==> src/frt_pkg.sv <==
// Package for the free-running tick timer: widths, bit positions, timing.
// Assumes the system clock runs at 10 MHz.
package frt_pkg;
  // Clock period and tick period in nanoseconds.
  localparam int FRT_CLK_PERIOD_NS = 100;
  localparam int FRT_TICK_PERIOD_NS = 1000;
  // Clock cycles per one-microsecond tick.
  localparam int FRT_TICK_CYCLES = FRT_TICK_PERIOD_NS / FRT_CLK_PERIOD_NS;
  // Counter width and split of the firmware view.
  localparam int FRT_CNT_W = 12;
  localparam int FRT_LOW_W = 8;
  localparam int FRT_HIGH_W = 4;
  // Counter bits that source the two periodic requests.
  localparam int FRT_FAST_BIT = 6;
  localparam int FRT_SLOW_BIT = 9;
  // Reset values.
  localparam logic [11:0] FRT_CNT_RST = 12'h000;
  localparam logic [3:0] FRT_HOLD_RST = 4'h0;
endpackage

==> src/frt_tick_div.sv <==
// Divider that turns the system clock into a one-cycle tick enable.
// Assumes a single clock and an asynchronous active-low reset.
`timescale 1ns/1ps
module frt_tick_div #(
  parameter int DIV = 10
) (
  input wire logic clk, // System clock.
  input wire logic rstn, // Asynchronous reset, active low.
  output logic tick // One-cycle pulse every DIV cycles.
);
  localparam int CW = (DIV > 1) ? $clog2(DIV) : 1;
  localparam logic [CW-1:0] LAST = CW'(DIV - 1);

  logic [CW-1:0] cnt;
  logic [CW-1:0] next_cnt;
  logic next_tick;

  initial
  begin
    if (DIV < 2)
      $error("frt_tick_div needs DIV of at least 2.");
  end

  // Count up through the period and pulse at its end.
  always_comb
  begin
    next_tick = (cnt == LAST);
    next_cnt = next_tick ? '0 : cnt + 1'b1;
  end

  // The pulse is registered so that it leaves straight from a flip-flop.
  always_ff @(posedge clk or negedge rstn)
  begin
    if (!rstn)
    begin
      cnt <= '0;
      tick <= 1'b0;
    end
    else
    begin
      cnt <= next_cnt;
      tick <= next_tick;
    end
  end
endmodule

==> src/frt_timer.sv <==
// Free-running 12-bit microsecond timer with two periodic requests and a
// coherent low/high read path. Assumes firmware reads arrive as one-cycle
// strobes from logic on the same clock, and that an interrupt controller
// consumes the one-cycle request pulses.
`timescale 1ns/1ps
// Function
// - Twelve-bit counter increments on each one-microsecond tick.
// - Requests derive from counter bit 6 and counter bit 9.
// - Request pulses only on rising source bit, and only when enabled.
// - Reading the low byte copies upper four bits into holding register.
// - Reading the high nibble returns the holding register, not live count.
module frt_timer
  import frt_pkg::*;
#(
  parameter int TICK_CYCLES = frt_pkg::FRT_TICK_CYCLES
) (
  input wire logic clk, // System clock, 10 MHz.
  input wire logic rstn, // Asynchronous reset, active low.
  input wire logic rd_low, // One-cycle strobe: firmware reads low byte.
  input wire logic rd_high, // One-cycle strobe: firmware reads high nibble.
  input wire logic fast_en, // Enable for the 128 us request.
  input wire logic slow_en, // Enable for the 1.024 ms request.
  output logic [frt_pkg::FRT_LOW_W-1:0] rd_data, // Read data, valid cycle after strobe.
  output logic rd_valid, // One-cycle pulse marking rd_data.
  output logic fast_irq, // One-cycle 128 us request pulse.
  output logic slow_irq, // One-cycle 1.024 ms request pulse.
  output logic [frt_pkg::FRT_CNT_W-1:0] count // Live count, for observation.
);
  import frt_pkg::*;

  logic tick;
  logic fast_prev;
  logic slow_prev;
  logic [FRT_HIGH_W-1:0] hold;
  logic [FRT_CNT_W-1:0] next_count;
  logic [FRT_HIGH_W-1:0] next_hold;
  logic [FRT_LOW_W-1:0] next_rd_data;
  logic next_rd_valid;
  logic next_fast_irq;
  logic next_slow_irq;

  initial
  begin
    if (FRT_LOW_W + FRT_HIGH_W != FRT_CNT_W)
      $error("frt_timer: low and high parts must cover the counter.");
  end

  // One-microsecond enable from the system clock.
  frt_tick_div #(
    .DIV(TICK_CYCLES)
  ) u_div (
    .clk(clk),
    .rstn(rstn),
    .tick(tick)
  );

  // Counter and request edge detection. The previous source bits are counter
  // bits registered one cycle late, so a request is one cycle after the change.
  always_comb
  begin
    next_count = tick ? count + 1'b1 : count;
    next_fast_irq = fast_en && count[FRT_FAST_BIT] && !fast_prev;
    next_slow_irq = slow_en && count[FRT_SLOW_BIT] && !slow_prev;
  end

  // Read path. A simultaneous low and high read returns the low byte and
  // still captures the nibble; the high read is dropped and returns nothing.
  always_comb
  begin
    next_hold = hold;
    next_rd_data = rd_data;
    next_rd_valid = rd_low || rd_high;
    if (rd_low)
    begin
      next_hold = count[FRT_CNT_W-1:FRT_LOW_W];
      next_rd_data = count[FRT_LOW_W-1:0];
    end
    else if (rd_high)
      next_rd_data = {{(FRT_LOW_W-FRT_HIGH_W){1'b0}}, hold};
  end

  // All timer state except the tick divider registered here; outputs leave straight from flip-flops.
  always_ff @(posedge clk or negedge rstn)
  begin
    if (!rstn)
    begin
      count <= FRT_CNT_RST;
      fast_prev <= 1'b0;
      slow_prev <= 1'b0;
      fast_irq <= 1'b0;
      slow_irq <= 1'b0;
      hold <= FRT_HOLD_RST;
      rd_data <= '0;
      rd_valid <= 1'b0;
    end
    else
    begin
      count <= next_count;
      fast_prev <= count[FRT_FAST_BIT];
      slow_prev <= count[FRT_SLOW_BIT];
      fast_irq <= next_fast_irq;
      slow_irq <= next_slow_irq;
      hold <= next_hold;
      rd_data <= next_rd_data;
      rd_valid <= next_rd_valid;
    end
  end

  // count steps by one per tick
  property p_count_step;
    @(posedge clk) disable iff (!rstn)
      tick |=> count == $past(count) + 12'h001;
  endproperty
  a_count_step: assert property (p_count_step) else $error("count did not step");

  property p_count_hold;
    @(posedge clk) disable iff (!rstn)
      !tick |=> $stable(count);
  endproperty
  a_count_hold: assert property (p_count_hold) else $error("count moved without tick");

  property p_wrap;
    @(posedge clk) disable iff (!rstn)
      (tick && count == 12'hfff) |=> count == 12'h000;
  endproperty
  a_wrap: assert property (p_wrap) else $error("count did not wrap");

  property p_fast_rise;
    @(posedge clk) disable iff (!rstn)
      ($rose(count[FRT_FAST_BIT]) && fast_en) |=> fast_irq;
  endproperty
  a_fast_rise: assert property (p_fast_rise) else $error("fast request missed");

  // slow request only after bit 9 rose
  property p_slow_cause;
    @(posedge clk) disable iff (!rstn)
      slow_irq |-> $past(count[FRT_SLOW_BIT]) && !$past(slow_prev) && $past(slow_en);
  endproperty
  a_slow_cause: assert property (p_slow_cause) else $error("spurious slow request");

  property p_fast_cause;
    @(posedge clk) disable iff (!rstn)
      fast_irq |-> $past(count[FRT_FAST_BIT]) && !$past(fast_prev) && $past(fast_en);
  endproperty
  a_fast_cause: assert property (p_fast_cause) else $error("spurious fast request");

  property p_capture;
    @(posedge clk) disable iff (!rstn)
      rd_low |=> hold == $past(count[11:8]) && rd_data == $past(count[7:0]);
  endproperty
  a_capture: assert property (p_capture) else $error("low read capture wrong");

  property p_high_read;
    @(posedge clk) disable iff (!rstn)
      (rd_high && !rd_low) |=> rd_data == {4'h0, $past(hold)} && rd_valid;
  endproperty
  a_high_read: assert property (p_high_read) else $error("high read not from hold");

  property p_slow_rise;
    @(posedge clk) disable iff (!rstn)
      ($rose(count[FRT_SLOW_BIT]) && slow_en) |=> slow_irq;
  endproperty
  a_slow_rise: assert property (p_slow_rise) else $error("slow request missed");

  property p_fast_once;
    @(posedge clk) disable iff (!rstn)
      fast_irq |=> !fast_irq;
  endproperty
  a_fast_once: assert property (p_fast_once) else $error("fast request too long");

  property p_slow_once;
    @(posedge clk) disable iff (!rstn)
      slow_irq |=> !slow_irq;
  endproperty
  a_slow_once: assert property (p_slow_once) else $error("slow request too long");

  property p_fast_masked;
    @(posedge clk) disable iff (!rstn)
      !fast_en |=> !fast_irq;
  endproperty
  a_fast_masked: assert property (p_fast_masked) else $error("fast request while disabled");

  property p_slow_masked;
    @(posedge clk) disable iff (!rstn)
      !slow_en |=> !slow_irq;
  endproperty
  a_slow_masked: assert property (p_slow_masked) else $error("slow request while disabled");

  property p_fast_fall;
    @(posedge clk) disable iff (!rstn)
      $fell(count[FRT_FAST_BIT]) |=> !fast_irq;
  endproperty
  a_fast_fall: assert property (p_fast_fall) else $error("fast request on fall");

  property p_slow_fall;
    @(posedge clk) disable iff (!rstn)
      $fell(count[FRT_SLOW_BIT]) |=> !slow_irq;
  endproperty
  a_slow_fall: assert property (p_slow_fall) else $error("slow request on fall");

  property p_hold_keep;
    @(posedge clk) disable iff (!rstn)
      !rd_low |=> $stable(hold);
  endproperty
  a_hold_keep: assert property (p_hold_keep) else $error("holding register moved");

  property p_rd_idle;
    @(posedge clk) disable iff (!rstn)
      !(rd_low || rd_high) |=> !rd_valid && $stable(rd_data);
  endproperty
  a_rd_idle: assert property (p_rd_idle) else $error("read data moved without read");
endmodule

==> config.mk <==
export PLATFORM = sky130hd
export DESIGN_NAME = frt_timer
export DESIGN_NICKNAME = d
export VERILOG_FILES = /design/src/frt_pkg.sv /design/src/frt_tick_div.sv /design/src/frt_timer.sv
export SDC_FILE = /design/constraint.sdc
export NUM_CORES = 1
export LEC_CHECK = 0
export BUFFER_PORTS_ARGS = -buffer_cell sky130_fd_sc_hd__buf_2
export CAP_MARGIN = 20
export CORE_MARGIN = 5
export CORE_UTILIZATION = 52
export DETAILED_ROUTE_END_ITERATION = 10
export PLACE_DENSITY = 0.88
export SLEW_MARGIN = 30
export SYNTH_ARGS = -nofsm -noshare
export SYNTH_HDL_FRONTEND = slang
export SYNTH_SLANG_ARGS = --single-unit
==> constraint.sdc <==
create_clock -name clk -period 1.4 [get_ports clk]
set_input_delay 0.35 -clock clk [delete_from_list [all_inputs] [get_ports clk]]
set_output_delay 0.35 -clock clk [all_outputs]
set_load 0.005 [all_outputs]
# Word-level counts from Yosys, hierarchy flattened
# Cells that the tools add are included.
[word_totals] ff_bits=34 latchBits=0 mem_bits_rw=0 romBits=0 inputBits=6 out_inout_bits=23 wordCells=24 memories=0
[op_classes] addsub=2 n_mul=0 div=0 n_lt_le_gt_ge=0 n_eq_ne=1 n_shift=0 mux=3 bitwise_logic=0 reduce_logical=8
[op_table] operator="8-bit 2-to-1 mux" count=2
[op_table] operator="12-bit by 1-bit adder with 12-bit output, second input constant" count=1
[op_table] operator="4-bit by 1-bit adder with 4-bit output, second input constant" count=1
[op_table] operator="4-bit == test, second input constant" count=1
[op_table] operator="1-bit logical AND" count=4
[op_table] operator="4-bit 2-to-1 mux" count=1
[op_table] operator="1-bit zero test" count=2
[op_table] operator="2-bit nonzero test" count=1
[op_table] operator="1-bit logical OR" count=1

# Longest topological paths before layout
[depth] depth_word=2 ltp_mapped=4 ltp_nobuf=4

# By module
# From an unflattened synthesis, not the netlist that was laid out.
[hier_totals] cells_unflattened=105 hier_area_um2=1376.3
[by_module_without_submodules] module="frt_timer" n_inst=1 cells_per_inst=89 area_per_inst_um2=1179.9 seq_area_each_um2=725.7
[by_module_without_submodules] module="frt_tick_div" n_inst=1 cells_per_inst=16 area_per_inst_um2=196.4 seq_area_each_um2=125.1

# Worst setup path before layout
# Ideal clock, no wire load.
[synth_path] kind="register to register" startpoint="reg count[0] (netlist name)" endpoint="reg count[8] (netlist name)" setup_ns=0.079 arrival_time_ns=1.149 required_ns=1.321 path_slack_ns=0.172 stages_incl_launch_ff=5 path_buffers=0 synth_period_minus_slack_ns=1.228 path_cell_list="dfrtp_1 > ha_1 > nand4_2 > nor3_2 > xor2_1"
[synth_between] elab_chain_len=1
[synth_rtl] item="start: declaration" line_no="frt_timer.sv:27" rtl="output logic [frt_pkg::FRT_CNT_W-1:0] count"
[synth_rtl] item="start signal: assignment" line_no="frt_timer.sv:98" rtl="count <= next_count;"
[synth_rtl] item="12-bit by 1-bit adder with 12-bit output" line_no="frt_timer.sv:61" rtl="next_count = tick ? count + 1'b1 : count;"
# No other way between the ends.
# A chain may end at the register's enable or synchronous reset.

# Worst setup path in the final report
[layout_path] startpoint="reg count[1] (netlist name)" endpoint="out count[1] (netlist name)"
# No word-level cell between the ends.

==> results.yml <==
outcome:
  status: "finished, final reports clean"
die:
  core_sq_um: 2500
  io-pin-count: 29
  initial_core_util_pct: 54.5
  die-area_sq_um: 3740
  die-height_um: 61.2
  num_rows: 18
  chipWidth_um: 61.2
global_routing:
  grt.total_usage_pct: 17.3
  grt_max_degree: 19
  antenna_found_initial: 0
  top_usage_layer: "met2"
  met3_usage_pct: 4.40
  first_global_vias: 983
  grt_use_met2_pct: 27.6
  gr-total-overflow: 0
  met1_usage_pct: 21.2
  grt_first_pass_wirelength_mm: 4.57
logic_synthesis:
  synth_top_area_share_pct: 62.4
  async_reset_ff_share_pct: 100
  synth_commonest_cells: "dfrtp_1 (34), nand2_1 (11), o21ai_0 (6), xnor2_1 (6), xor2_1 (6)"
  yosysMostFrequentCell: "dfrtp_1"
  postSynthAreaPerCell_sq_um: 12.7
  ys_warn_count: 0
  synth.distinct_cells: 24
  yosysTopAreaCell: "dfrtp_1"
  yosysSeqAreaShare_pct: 62.4
  syn-num-nets: 114
  synth_area_leaders: "dfrtp_1 (62%), mux2_2 (4.1%), xnor2_1 (3.9%)"
  syn_inst: 107
  yosys_most_used_dff: "dfrtp_1"
  synth_edf_count: 0
  syn-cell-area_sq_um: 1360
  ys_seq_elements: 34
sta:
  setup_tns_ps: 0
  timing.final.crit_share_pct: 96.9
  holdWs_ps: 225
  fin_crit_ps: 1360
  fmax_mhz: 737
  finalMaxSlewViolations: 0
  hold_violations: 0
  skew_ps: 3.51
  setup-violations-final: 0
  slew_headroom_pct: 74.3
  worst_slew_pin_slew_ps: 385
  rsz0062_at_grt: "false"
finish:
  fill_cells: 189
  antennaDiodeCount: 0
  fin_cells: 175
  final_nets: 152
  drive_above_1_share_pct: 37.9
  syn_to_final_growth_pct: 20.6
worst_setup_path:
  cp_data_required_time_ps: 1050
  cp.arrival_ps: 1010
  crit_type: "reg -> out"
  worstSetupStartpointType: "register"
  crit_fanout: 6
  end_kind: "output pin"
pwr:
  ir_drop_v: 0.000718
  p_leak_uw: 0.000889
  p_total_uw: 1530
  power_density_nw_per_um2: 933
route:
  via_per_inst: 5.40
  drtAntennaViolNets: 0
  routedWlPerCell_um: 15.8
  drc: 0
  wirelength_mm: 2.76
  drt_iter0_drc: 24
  firstDrtPassIters: 4
  vias: 945
place:
  io_buffers: 28
  place.gp.congestion: 0.753
  dp_hpwl_mm: 1.99
  post-place-cells: 165
min_path:
  hp-class: "in -> reg"
cts:
  cts.path.max_buffers: 2
  cts-buffers-inserted: 5
  htree_levels: 2
  worstSkewPairLatency_ps: 330
  root_buffer: "clkbuf_4"
  cts.sinks: 34
  cts_tree: "yes"
  path_clk_slew_ps: 90
job:
  cap_violations: 0
[registers in the layout (all words and copies together), names as in the netlist]
signal / count
count: 12
fast_irq: 1
fast_prev: 1
hold: 4
rd_data: 8
rd_valid: 1
slow_irq: 1
slow_prev: 1
u_div.cnt: 4
u_div.tick: 1
[layout make-up]
cell class	count	area, sq um	area share [%]
tap	30	37.5	2.28
clock inverter	2	10.0	0.609
sequential	34	855	52.0
clock buffer	5	37.5	2.28
timing repair buffer	34	204	12.4
multi-input combinational	65	480	29.2
inverter	5	18.8	1.14
[worst paths after layout]
check / cells past startpoint / start / to / slack [ps]
max: 2 / count[1] / count[1] / 40
max reg2reg: 5 / count[0] / count[8] / 100
min: 3 / slow_en / slow_irq / 230
min reg2reg: 1 / slow_prev / slow_irq / 400
min in group asynchronous: 2 / rstn / hold[1] / 450
max in group asynchronous: 3 / rstn / count[1] / 520
[per-layer routing]
layer,vias to the layer above,part of all wire [%]
li1,442,-
met1,459,42
met2,37,47
met3,7,8.0
met4,0,2.4
met5,-,0
[power by group]
part           leakage [uW]  switching, uW  internal [uW]
clock network     0.0000308            312            180
registers          0.000450           1.13            984
logic              0.000408           35.0           19.9
total              0.000889            348           1180
[cell families after synthesis]
kind of cell             count (synthesis)  synth area share (%)
flip-flops                              34                  62.4
AND/OR/NAND/NOR                         31                  13.6
AO/OA/AOI/OAI                           12                  5.97
XOR/XNOR                                12                  7.71
multiplexers                             9                  7.07
buffers and inverters                    8                  2.29
adder cells (fa/ha/maj)                  1                 0.918
[critical path, stage by stage, from the launching register on]
cell,delay (ps)
dfrtp_1,390
buf_4,160
buf_2,120
[placed cells by master, fill, tap and decap left out, drive strengths merged]
master / n
dfrtp: 34
buf: 33
nand2: 11
xnor2: 6
o21ai: 6
xor2: 6
nor2: 5
a22o: 5
mux2: 5
clkbuf: 5
inv: 5
nor3: 5
mux2i: 4
nand3: 4
nand4: 4
clkinv: 2
nand2b: 1
a21o: 1
nor4: 1
ha: 1
dlygate4sd3: 1
[per-stage QoR]
step           setup WS (ps)  cell area (sq um)  util [%]
2_1_floorplan            172               1360         -
3_3_place_gp             217               1560      62.5
3_5_place_dp             212               1560      62.5
4_1_cts                 4.49               1620      64.9
5_1_grt                 8.91               1640      65.7
6_report                43.7               1640      65.7
[what timing repair did]
item                                    in CTS  in global routing
endpoints found under the hold margin       16                  0
hold buffers                                 1                  0
setup buffers                                0                  2
endpoints found under the setup margin       1                  4
gates resized for setup                      1                  3
Note: power is estimated with default switching activity, not from simulation.
